## config.mk

```make
export PLATFORM = sky130hd
export DESIGN_NAME = iobrk_top
export DESIGN_NICKNAME = d
export VERILOG_FILES = /design/src/rtl/iobrk_pkg.sv /design/src/rtl/iobrk_win_if.sv /design/src/rtl/iobrk_window.sv /design/src/rtl/iobrk_top.sv
export VERILOG_INCLUDE_DIRS = /design/src /design/src/rtl
export SDC_FILE = /design/constraint.sdc
export NUM_CORES = 1
export LEC_CHECK = 0
export ABC_CLOCK_PERIOD_IN_PS = 2600
export BUFFER_PORTS_ARGS = -buffer_cell sky130_fd_sc_hd__buf_2
export CAP_MARGIN = 10
export CORE_UTILIZATION = 50
export CTS_CLUSTER_DIAMETER = 30
export DETAILED_ROUTE_END_ITERATION = 12
export GPL_TIMING_DRIVEN = 0
export PLACE_DENSITY_LB_ADDON = 0.3
export SLEW_MARGIN = 20
export SYNTH_ARGS = -nofsm -noshare
export SYNTH_HDL_FRONTEND = slang
export SYNTH_SLANG_ARGS = --single-unit
```

## constraint.sdc

```tcl
create_clock -name mclk_i -period 2.6 [get_ports mclk_i]
set_clock_uncertainty 0.05 [all_clocks]
set_input_delay 0.52 -clock mclk_i [delete_from_list [all_inputs] [get_ports mclk_i]]
set_output_delay 0.52 -clock mclk_i [all_outputs]
set_load 0.03 [all_outputs]
```

## src/rtl/iobrk_params.svh

```systemverilog
`ifndef IOBRK_PARAMS_SVH
`define IOBRK_PARAMS_SVH

// Indices of the configuration registers behind the data port.
`define IOBRK_IDX_MASK_A 8'h80
`define IOBRK_IDX_MASK_B 8'h81
`define IOBRK_IDX_CAUSE_A 8'h82
`define IOBRK_IDX_CAUSE_B 8'h83
`define IOBRK_IDX_WIN2_HI 8'h84
`define IOBRK_IDX_WIN2_LO 8'h85
`define IOBRK_IDX_WIN1_HI 8'h86
`define IOBRK_IDX_WIN1_LO 8'h87

// Bit positions in enable B and cause B.
`define IOBRK_B_KBD_RD 7
`define IOBRK_B_KBD_WR 6
`define IOBRK_B_CMOS 5
`define IOBRK_B_DMA2 4
`define IOBRK_B_DMA1 3
`define IOBRK_B_INTC2 2
`define IOBRK_B_INTC1 1
`define IOBRK_B_TIMER 0

// Bit positions in enable A and cause A.
`define IOBRK_A_WIN2 6
`define IOBRK_A_WIN1 5
`define IOBRK_A_HDISK 4
`define IOBRK_A_FLOPPY 3
`define IOBRK_A_PRINTER 2
`define IOBRK_A_SERIAL2 1
`define IOBRK_A_SERIAL1 0

// Reset values.
`define IOBRK_MASK_RST 8'h00
`define IOBRK_CAUSE_RST 8'h00
`define IOBRK_WIN_RST 8'h00
`define IOBRK_RDATA_RST 8'h00

// Bits of enable A that software may change; bit 7 reads as zero.
`define IOBRK_MASK_A_USED 8'h7F

// Fixed I/O decodes, compared on address bits 9..0.
`define IOBRK_KBD_DATA 10'h060
`define IOBRK_KBD_PORTB 10'h061
`define IOBRK_KBD_CMD 10'h064
`define IOBRK_CMOS_IDX 10'h070
`define IOBRK_DMA2_LO 10'h0C0
`define IOBRK_DMA2_HI 10'h0DE
`define IOBRK_DMA1_LO 10'h000
`define IOBRK_DMA1_HI 10'h00F
`define IOBRK_INTC2_LO 10'h020
`define IOBRK_INTC2_HI 10'h021
`define IOBRK_INTC1_LO 10'h0A0
`define IOBRK_INTC1_HI 10'h0A1
`define IOBRK_TIMER_LO 10'h040
`define IOBRK_TIMER_HI 10'h043
`define IOBRK_HDISK_LO 10'h1F0
`define IOBRK_HDISK_HI 10'h1F7
`define IOBRK_HDISK_ALT 10'h3F6
`define IOBRK_FLOPPY_LO 10'h3F0
`define IOBRK_FLOPPY_HI 10'h3F5
`define IOBRK_PRINTER_LO 10'h378
`define IOBRK_PRINTER_HI 10'h37A
`define IOBRK_SERIAL2_LO 10'h2F8
`define IOBRK_SERIAL2_HI 10'h2FF
`define IOBRK_SERIAL1_LO 10'h3F8
`define IOBRK_SERIAL1_HI 10'h3FF

// Window size codes and the address bits each one compares.
`define IOBRK_SIZE_4 2'h0
`define IOBRK_SIZE_8 2'h1
`define IOBRK_SIZE_16 2'h2
`define IOBRK_SIZE_32 2'h3
`define IOBRK_CARE_4 16'hFFFC
`define IOBRK_CARE_8 16'hFFF8
`define IOBRK_CARE_16 16'hFFF0
`define IOBRK_CARE_32 16'hFFE0
`define IOBRK_CARE_TEN 16'h03FF

`endif

```

## src/rtl/iobrk_pkg.sv

```systemverilog
package iobrk_pkg;

  // One configuration byte.
  typedef logic [7:0] iobrk_byte_t;

  // Complete state of the detector; entry 0 is window one, entry 1 window two.
  typedef struct packed {
    logic [7:0] mask_a;
    logic [7:0] mask_b;
    logic [7:0] cause_a;
    logic [7:0] cause_b;
    logic [1:0][7:0] win_hi;
    logic [1:0][7:0] win_lo;
    logic [7:0] rdata;
    logic irq_n;
    logic pending;
  } iobrk_state_t;

endpackage

```

## src/rtl/iobrk_win_if.sv

```systemverilog
`timescale 1ns/1ns
// Carries one programmable window's setup and the bus address to its matcher.
interface iobrk_win_if;
  logic [7:0] base_hi;
  logic [7:0] base_lo;
  logic ten_bit;
  logic [15:0] addr;
  logic hit;
  modport owner (output base_hi, output base_lo, output ten_bit, output addr, input hit);
  modport match (input base_hi, input base_lo, input ten_bit, input addr, output hit);
endinterface

```

## src/rtl/iobrk_window.sv

```systemverilog
`timescale 1ns/1ns
`include "iobrk_params.svh"
module iobrk_window (
  // Window setup and address in, match out.
  iobrk_win_if.match win
);
  import iobrk_pkg::*;

  logic [15:0] base;
  logic [15:0] care;

  // Base address bits 15..8 from the high byte, 7..2 from the low byte.
  always_comb begin
    base = {win.base_hi, win.base_lo[7:2], 2'b00};
    case (win.base_lo[1:0])
      `IOBRK_SIZE_4: care = `IOBRK_CARE_4;
      `IOBRK_SIZE_8: care = `IOBRK_CARE_8;
      `IOBRK_SIZE_16: care = `IOBRK_CARE_16;
      default: care = `IOBRK_CARE_32;
    endcase
    if (win.ten_bit) begin
      care = care & `IOBRK_CARE_TEN;
    end
  end

  // Bits below the window size and masked upper bits do not take part.
  assign win.hit = ((win.addr ^ base) & care) == 16'h0000;

endmodule

```

## src/rtl/iobrk_top.sv

```systemverilog
`timescale 1ns/1ns
`include "iobrk_params.svh"
module iobrk_top (
  // Clock and reset.
  input wire logic mclk_i,
  input wire logic rstn_i,
  // Processor I/O cycle seen on the system bus.
  input wire logic io_valid_i,
  input wire logic io_write_i,
  input wire logic [15:0] io_addr_i,
  // Indexed configuration port.
  input wire logic cfg_wr_i,
  input wire logic cfg_rd_i,
  input wire iobrk_pkg::iobrk_byte_t cfg_index_i,
  input wire iobrk_pkg::iobrk_byte_t cfg_wdata_i,
  output iobrk_pkg::iobrk_byte_t cfg_rdata_o,
  // Control and mode bits held elsewhere in the controller.
  input wire logic break_enable_i,
  input wire logic mask_lock_i,
  input wire logic mgmt_active_i,
  input wire logic ten_bit_decode_sel_i,
  input wire logic [4:0] timer_status_i,
  // Interrupt request and summary flag.
  output logic mgmt_irq_n_o,
  output logic any_break_pending_o
);
  import iobrk_pkg::*;

  localparam iobrk_state_t ST_RST = '{
    mask_a: `IOBRK_MASK_RST,
    mask_b: `IOBRK_MASK_RST,
    cause_a: `IOBRK_CAUSE_RST,
    cause_b: `IOBRK_CAUSE_RST,
    win_hi: {`IOBRK_WIN_RST, `IOBRK_WIN_RST},
    win_lo: {`IOBRK_WIN_RST, `IOBRK_WIN_RST},
    rdata: `IOBRK_RDATA_RST,
    irq_n: 1'b1,
    pending: 1'b0
  };

  iobrk_state_t st_reg;
  iobrk_state_t st_next;

  logic [9:0] low_addr;
  logic upper_ok;
  logic [1:0] win_hit;
  logic is_read;
  logic is_write;
  logic hit_kbd;
  logic hit_cmos;
  logic hit_dma2;
  logic hit_dma1;
  logic hit_intc2;
  logic hit_intc1;
  logic hit_timer;
  logic hit_hdisk;
  logic hit_floppy;
  logic hit_printer;
  logic hit_serial2;
  logic hit_serial1;
  logic [7:0] raw_a;
  logic [7:0] raw_b;
  logic [7:0] set_a;
  logic [7:0] set_b;
  logic mask_wr_ok;
  logic rd_cause_a;
  logic rd_cause_b;
  logic [7:0] rd_value;

  // One matcher per programmable window, fed from the stored base bytes.
  genvar g;
  generate
    for (g = 0; g < 2; g++) begin : g_win
      iobrk_win_if wif ();
      assign wif.base_hi = st_reg.win_hi[g];
      assign wif.base_lo = st_reg.win_lo[g];
      assign wif.ten_bit = ten_bit_decode_sel_i;
      assign wif.addr = io_addr_i;
      iobrk_window u_win (
        .win(wif.match)
      );
      assign win_hit[g] = wif.hit;
    end
  endgenerate

  // Fixed decodes see bits 9..0; in sixteen-bit mode the upper bits must be zero.
  assign low_addr = io_addr_i[9:0];
  assign upper_ok = ten_bit_decode_sel_i | (io_addr_i[15:10] == 6'h00);
  assign is_read = io_valid_i & ~io_write_i;
  assign is_write = io_valid_i & io_write_i;

  // Address range decodes for the hardwired device groups.
  always_comb begin
    hit_kbd = upper_ok & ((low_addr == `IOBRK_KBD_DATA) | (low_addr == `IOBRK_KBD_PORTB) |
                          (low_addr == `IOBRK_KBD_CMD));
    hit_cmos = upper_ok & (low_addr == `IOBRK_CMOS_IDX);
    hit_dma2 = upper_ok & (low_addr >= `IOBRK_DMA2_LO) & (low_addr <= `IOBRK_DMA2_HI) & ~low_addr[0];
    hit_dma1 = upper_ok & (low_addr >= `IOBRK_DMA1_LO) & (low_addr <= `IOBRK_DMA1_HI);
    hit_intc2 = upper_ok & ((low_addr == `IOBRK_INTC2_LO) | (low_addr == `IOBRK_INTC2_HI));
    hit_intc1 = upper_ok & ((low_addr == `IOBRK_INTC1_LO) | (low_addr == `IOBRK_INTC1_HI));
    hit_timer = upper_ok & (low_addr >= `IOBRK_TIMER_LO) & (low_addr <= `IOBRK_TIMER_HI);
    hit_hdisk = upper_ok & (((low_addr >= `IOBRK_HDISK_LO) & (low_addr <= `IOBRK_HDISK_HI)) |
                            (low_addr == `IOBRK_HDISK_ALT));
    hit_floppy = upper_ok & (low_addr >= `IOBRK_FLOPPY_LO) & (low_addr <= `IOBRK_FLOPPY_HI);
    hit_printer = upper_ok & (low_addr >= `IOBRK_PRINTER_LO) & (low_addr <= `IOBRK_PRINTER_HI);
    hit_serial2 = upper_ok & (low_addr >= `IOBRK_SERIAL2_LO) & (low_addr <= `IOBRK_SERIAL2_HI);
    hit_serial1 = upper_ok & (low_addr >= `IOBRK_SERIAL1_LO) & (low_addr <= `IOBRK_SERIAL1_HI);
  end

  // Raw causes of the current cycle, split by register; only the B causes are qualified by direction.
  always_comb begin
    raw_b = 8'h00;
    raw_b[`IOBRK_B_KBD_RD] = is_read & hit_kbd;
    raw_b[`IOBRK_B_KBD_WR] = is_write & hit_kbd;
    raw_b[`IOBRK_B_CMOS] = is_write & hit_cmos;
    raw_b[`IOBRK_B_DMA2] = is_write & hit_dma2;
    raw_b[`IOBRK_B_DMA1] = is_write & hit_dma1;
    raw_b[`IOBRK_B_INTC2] = is_write & hit_intc2;
    raw_b[`IOBRK_B_INTC1] = is_write & hit_intc1;
    raw_b[`IOBRK_B_TIMER] = is_write & hit_timer;
    raw_a = 8'h00;
    raw_a[`IOBRK_A_WIN2] = io_valid_i & win_hit[1];
    raw_a[`IOBRK_A_WIN1] = io_valid_i & win_hit[0];
    raw_a[`IOBRK_A_HDISK] = io_valid_i & hit_hdisk;
    raw_a[`IOBRK_A_FLOPPY] = io_valid_i & hit_floppy;
    raw_a[`IOBRK_A_PRINTER] = io_valid_i & hit_printer;
    raw_a[`IOBRK_A_SERIAL2] = io_valid_i & hit_serial2;
    raw_a[`IOBRK_A_SERIAL1] = io_valid_i & hit_serial1;
  end

  // Only enabled breaks count, and none at all while the master enable is off.
  // Decodes are independent; the hard disk alternate address 3F6 lies outside the floppy range and raises only the hard disk bit.
  assign set_a = raw_a & st_reg.mask_a & {8{break_enable_i}};
  assign set_b = raw_b & st_reg.mask_b & {8{break_enable_i}};

  // Enable registers are frozen outside management mode while locked.
  assign mask_wr_ok = mgmt_active_i | ~mask_lock_i;

  // Read strobes that clear the cause registers.
  assign rd_cause_a = cfg_rd_i & (cfg_index_i == `IOBRK_IDX_CAUSE_A);
  assign rd_cause_b = cfg_rd_i & (cfg_index_i == `IOBRK_IDX_CAUSE_B);

  // Read multiplexer; unknown indices read as zero.
  always_comb begin
    if (cfg_index_i == `IOBRK_IDX_MASK_A) begin
      rd_value = st_reg.mask_a;
    end else if (cfg_index_i == `IOBRK_IDX_MASK_B) begin
      rd_value = st_reg.mask_b;
    end else if (cfg_index_i == `IOBRK_IDX_CAUSE_A) begin
      rd_value = st_reg.cause_a;
    end else if (cfg_index_i == `IOBRK_IDX_CAUSE_B) begin
      rd_value = st_reg.cause_b;
    end else if (cfg_index_i == `IOBRK_IDX_WIN2_HI) begin
      rd_value = st_reg.win_hi[1];
    end else if (cfg_index_i == `IOBRK_IDX_WIN2_LO) begin
      rd_value = st_reg.win_lo[1];
    end else if (cfg_index_i == `IOBRK_IDX_WIN1_HI) begin
      rd_value = st_reg.win_hi[0];
    end else if (cfg_index_i == `IOBRK_IDX_WIN1_LO) begin
      rd_value = st_reg.win_lo[0];
    end else begin
      rd_value = 8'h00;
    end
  end

  // Next state: configuration writes, read capture, cause update and request.
  always_comb begin
    st_next = st_reg;
    if (cfg_wr_i) begin
      if (cfg_index_i == `IOBRK_IDX_MASK_A) begin
        if (mask_wr_ok) begin
          st_next.mask_a = cfg_wdata_i & `IOBRK_MASK_A_USED;
        end
      end else if (cfg_index_i == `IOBRK_IDX_MASK_B) begin
        if (mask_wr_ok) begin
          st_next.mask_b = cfg_wdata_i;
        end
      end else if (cfg_index_i == `IOBRK_IDX_WIN2_HI) begin
        st_next.win_hi[1] = cfg_wdata_i;
      end else if (cfg_index_i == `IOBRK_IDX_WIN2_LO) begin
        st_next.win_lo[1] = cfg_wdata_i;
      end else if (cfg_index_i == `IOBRK_IDX_WIN1_HI) begin
        st_next.win_hi[0] = cfg_wdata_i;
      end else if (cfg_index_i == `IOBRK_IDX_WIN1_LO) begin
        st_next.win_lo[0] = cfg_wdata_i;
      end
    end
    if (cfg_rd_i) begin
      st_next.rdata = rd_value;
    end
    // A read clears the register, but a cause arriving in that cycle survives.
    st_next.cause_a = (rd_cause_a ? 8'h00 : st_reg.cause_a) | set_a;
    st_next.cause_b = (rd_cause_b ? 8'h00 : st_reg.cause_b) | set_b;
    // Low for one cycle after any cycle that records a new cause.
    st_next.irq_n = ~((|set_a) | (|set_b));
    // Summary drops only when both cause registers and all timer flags are clear.
    st_next.pending = (|st_next.cause_a) | (|st_next.cause_b) | (|timer_status_i);
  end

  // State register with synchronous reset.
  always_ff @(posedge mclk_i) begin
    if (!rstn_i) begin
      st_reg <= ST_RST;
    end else begin
      st_reg <= st_next;
    end
  end

  // Outputs straight from the state register.
  assign cfg_rdata_o = st_reg.rdata;
  assign mgmt_irq_n_o = st_reg.irq_n;
  assign any_break_pending_o = st_reg.pending;

endmodule

```

==> After elaboration in Yosys (flattened, before gate mapping) <==
Cells that the tools add are included.
{ "word_totals": {"reg_bits": 73, "inputBits": 47, "out_inout_bits": 10, "word_cells": 147} }
{ "op_classes": {"order_cmp": 16, "eq_ne": 21, "muxes": 14, "bitwise": 69, "reduce_logical": 16} }
{ "op_table": {"columns": ["operator", "count"], "rows": [
  ["8-bit two-way mux", 10],
  ["8-bit equality test, second input constant", 8],
  ["1-bit bitwise AND", 40],
  ["10-bit by 7-bit equality test with 1-bit output, second input constant", 4],
  ["10-bit greater-or-equal comparator, second input constant", 4],
  ["10-bit <= comparator, second input constant", 4],
  ["16-bit bitwise AND", 2],
  ["16-bit logical NOT", 2],
  ["16-bit two-way mux", 2],
  ["8-bit OR reduction", 4],
  ["16-bit bitwise XOR", 2],
  ["5-bit case mux with 3 select lines", 2],
  ["10-bit by 6-bit equality test with 1-bit output, second input constant", 2],
  ["10-bit by 8-bit equality test with 1-bit output, second input constant", 2],
  ["8-bit bitwise AND", 2],
  ["8-bit OR", 2],
  ["10-bit equality test, second input constant", 1],
  ["10-bit by 1-bit greater-or-equal comparator with 1-bit output, second input constant", 1],
  ["10-bit by 7-bit greater-or-equal comparator with 1-bit output, second input constant", 1],
  ["10-bit by 8-bit greater-or-equal comparator with 1-bit output, second input constant", 1],
  ["10-bit by 9-bit greater-or-equal comparator with 1-bit output, second input constant", 1],
  ["10-bit by 4-bit <= comparator with 1-bit output, second input constant", 1],
  ["10-bit by 7-bit <= comparator with 1-bit output, second input constant", 1],
  ["10-bit by 8-bit <= comparator with 1-bit output, second input constant", 1],
  ["15 further kinds", 36]
]} }

==> Logic depth before layout (Yosys ltp) <==
{ "depth": {"depth_word": 12, "depth_mapped": 7, "mapped_depth_nobuf": 6} }

==> Modules after synthesis <==
From an unflattened synthesis, not the netlist that was laid out.
{ "hier_totals": {"hier_cells": 451, "area_unflattened_um2": 3946.3} }
{ "modules_own_cells": {"columns": ["module", "instances", "cells_per_inst", "area_each_um2", "seq_area_each_um2"], "rows": [
  ["iobrk_top", 1, 407, 3608.5, 1461.4],
  ["iobrk_window", 2, 22, 168.9, 0.0]
]} }

==> Worst setup path before layout <==
OpenSTA, ideal clock, no wires.
{ "synth_timing": {"kind": "in2reg", "start": "input port cfg_index_i[3]", "end": "register st_reg (netlist bit any_break_pending_o)", "setup_ns": 0.125, "arrival_time_ns": 1.964, "required_ns": 2.425, "setup_slack_ns": 0.461, "stages": 7, "n_path_buf": 1, "path_cell_list": "nor4_4 > nand3_2 > or4b_1 > buf_2 > nand2_1 > nand2_1 > o41a_1"} }
{ "synth_between": {"elab_chain_len": 7, "word_cells_on_any_way": 12, "classes_between": "eq/ne (2); mux (2); bitwise (6); reduce/logical (2)"} }
{ "synth_rtl": {"columns": ["element", "line", "rtl"], "rows": [
  ["from (decl)", "iobrk_top.sv:14", "input wire iobrk_pkg::iobrk_byte_t cfg_index_i,"],
  ["8-bit equality test (no source line)", null, null],
  ["1-bit bitwise AND (on tied branches)", "iobrk_top.sv:140, iobrk_top.sv:141", null],
  ["8-bit two-way mux (on tied branches)", "iobrk_top.sv:192, iobrk_top.sv:193", null],
  ["8-bit OR (on tied branches)", "iobrk_top.sv:192, iobrk_top.sv:193", null],
  ["8-bit OR reduction", "iobrk_top.sv:197", "st_next.pending = (|st_next.cause_a) | (|st_next.cause_b) | (|timer_status_i);"],
  ["1-bit OR (*) (2 in series)", "iobrk_top.sv:197", null],
  ["to (signal assigned)", "iobrk_top.sv:205", "st_reg <= st_next;"],
  ["to (decl)", "iobrk_top.sv:41", "iobrk_state_t st_reg;"]
]} }
Every way passes the cells marked *; elsewhere a longest branch is shown, timed or not.
A chain may end at the register's enable or synchronous reset.

==> Final worst setup path <==
{ "layout_timing": {"start": "input port cfg_index_i[0]", "end": "register st_reg (netlist bit any_break_pending_o)"} }
Same word-level chain as after synthesis.

==> flow_metrics.py <==
metrics = {
    "worst_setup_path": {
        "timing.critical_path.buf_inv": 3,
        "slowest_delay_ps": 500,
        "startpoint_type": "input port",
        "cp.arrival_ps": 2550,
        "crit_type": "in -> reg",
        "worstPathRequired_ps": 2800,
        "path_cells": "buf_2 > buf_2 > buf_1 > nand3_1 > a211oi_1 > nand2_1 > o41a_1",
        "cp_common_cell": "buf_2",
        "crit_family": "buffers and inverters",
        "r2r_cells": 6,
        "crit_fanout": 10,
        "worstSetupPathDepth": 7,
        "endpoint_kind": "flop",
        "crit_slowest_cell": "buf_1",
    },
    "cts": {
        "cts_max_level": 3,
        "post_cts_buffers": 0,
        "cts.repair.resized": 0,
        "ctsHoldBuffers": 0,
        "clk_pin_slew_worst_paths_ps": 80,
        "cts_tree": "built",
        "cts-buffers-inserted": 9,
        "max-clock-path-buffers": 2,
        "insertion_delay_ps": 360,
        "cts.sinks": 73,
        "cts-root-buf": "clkbuf_8",
    },
    "global_route": {
        "grt_max_degree": 14,
        "grt-ovfl-total": 0,
        "track_usage_pct": 29.7,
        "grt_pass1_wl_mm": 18.9,
        "antenna_found_initial": 0,
        "grt_pass1_vias": 3644,
    },
    "timing": {
        "layout_setup_ws_ps": 250,
        "fin_crit_ps": 2350,
        "tightestPinTransition_ps": 1090,
        "max_freq_mhz": 426,
        "slew_violations": 0,
        "period_share_pct": 90.4,
        "worst_hold_slack_ps": 371,
        "hold_viol": 0,
        "setup_viol": 0,
        "relSlewSlack_pct": 26.8,
        "rsz0062_at_grt": "false",
    },
    "synthesis": {
        "synth_flop_cell": "dfxtp_1",
        "ys_warn_count": 0,
        "synthTopCellsByArea": "dfxtp_1 (36%), mux2i_1 (13%), nor2_1 (5.9%)",
        "synth_top_area_share_pct": 36.3,
        "synth-seq-area-share_pct": 36.3,
        "syn_nets": 512,
        "async_flop_share_pct": 0,
        "synthDistinctLibCells": 52,
        "yosys.area.top_type": "dfxtp_1",
        "synthTopCellsByCount": "dfxtp_1 (73), nor2_1 (63), mux2i_1 (52)",
        "syn_inst": 465,
        "synth_most_common_cell": "dfxtp_1",
        "synth_edf_count": 0,
        "syn_area_um2": 4020,
        "syn_area_per_cell_um2": 8.65,
        "postSynthRegisterBits": 73,
    },
    "floorplanning": {
        "dieWidth_um": 91.7,
        "initial_core_util_pct": 51.8,
        "core_um2": 7770,
        "rows": 32,
        "fp.dieH_um": 91.7,
        "ioPinCount": 57,
        "dieArea_um2": 8410,
    },
    "power": {
        "p_leak_nw": 1.92,
        "peakVddDrop_v": 0.000456,
        "p_switching_mw": 0.592,
        "p_per_area_nw_per_um2": 542,
        "power.share.clock_pct": 46.9,
        "intPower_mw": 1.93,
        "pwr-share-seq_pct": 44.4,
        "power_mw": 2.52,
        "p_comb_share_pct": 8.7,
        "netSwitchingFraction_pct": 23.4,
    },
    "placement": {
        "dpl_worst_slack_ps": -53.7,
        "io_buffers": 49,
        "gp_congestion": 0.945,
        "hpwl_mm": 9.09,
    },
    "layout": {
        "largest_reg_flops": 31,
        "diodes": 0,
        "drive_gt1_share_pct": 19.6,
        "final_nets": 572,
        "syn_to_final_growth_pct": 15.9,
    },
    "drt": {
        "wl_mm": 11.8,
        "antenna_left": 0,
        "dr.pass1.iters": 5,
        "via_per_inst": 5.98,
        "drt_iter0_drc": 346,
        "drcViolationCount": 0,
        "vias": 3780,
        "routedWlPerCell_um": 18.7,
    },
    "run_status": {
        "status": "finished, final reports clean",
    },
    "min_path": {
        "hp-class": "in -> reg",
        "min_path_cells": 2,
    },
    "job": {
        "cap_violations": 0,
    },
}
[path summary, 6_finish.rpt]
| path | end | start | slack, ps |
|---|---|---|---|
| setup / recovery | any_break_pending_o | cfg_index_i[0] | 250 |
| hold / removal | mgmt_irq_n_o | rstn_i | 370 |
| setup reg to reg | mgmt_irq_n_o | g_win[1].wif.base_lo[7] | 370 |
| hold reg to reg | st_reg[50] | st_reg[50] | 420 |
[stage by stage]
| step | setup TNS, ps | cell area (um2) | utilization (%) | std cells |
|---|---|---|---|---|
| 3_3_place_gp | -49.0 | 4400 | 56.6 | 616 |
| 5_1_grt | 0 | 4660 | 60.0 | 632 |
| 4_1_cts | 0 | 4660 | 60.0 | 632 |
| 2_1_floorplan | 0 | 4020 | - | 465 |
| 6_report | 0 | 4660 | 60.0 | 632 |
| 3_5_place_dp | -53.7 | 4400 | 56.6 | 616 |
[power groups by stage]
stage          clock network, mW  logic, mW  registers, mW
2_1_floorplan                  0      0.119           1.15
3_3_place_gp                   0      0.211           1.15
3_5_place_dp                   0      0.214           1.15
4_1_cts                     1.19      0.215           1.12
5_1_grt                     1.23      0.234           1.12
6_report                    1.18      0.219           1.12
[per-layer routing]
layer / GRT usage, % / share of wire [%] / up-vias
li1: - / - / 1775
met5: 0 / 0 / -
met1: 39.2 / 44 / 1797
met3: 4.73 / 7.0 / 36
met4: 14.1 / 3.4 / 0
met2: 47.4 / 46 / 172
[cell families (layout without fill, tap and decap cells)]
group	count (synthesis)	after routing	synth area share, %
AOI/OAI and AO/OA	75	75	11.9
muxes	62	62	17.7
DFF	73	73	36.3
and+or+nand+nor	185	185	22.8
xor gates and xnor gates	28	28	6.10
buffers and inverters	42	107	5.13
[cell usage in the layout, fill, tap and decap left out, drive strengths merged, types with 12 or more instances in the layout]
| cell type | synthesis | routed |
|---|---|---|
| nor4 | 14 | 14 |
| nor2 | 64 | 64 |
| buf | 22 | 71 |
| o21ai | 17 | 17 |
| mux2i | 52 | 52 |
| nand2 | 50 | 50 |
| xor2 | 18 | 18 |
| a21oi | 30 | 30 |
| clkbuf | 15 | 24 |
| nand3 | 12 | 12 |
| dfxtp | 73 | 73 |
[cell type report]
cell class | instances | area (um2)
sequential | 73 | 1460
timing repair buffer | 49 | 245
clock buffer | 9 | 124
inverter | 5 | 18.8
tap | 102 | 128
clock inverter | 7 | 143
buffer | 37 | 188
multi-input combinational | 350 | 2350
fill | 707 | 3110
(Power assumes the default switching activity.)
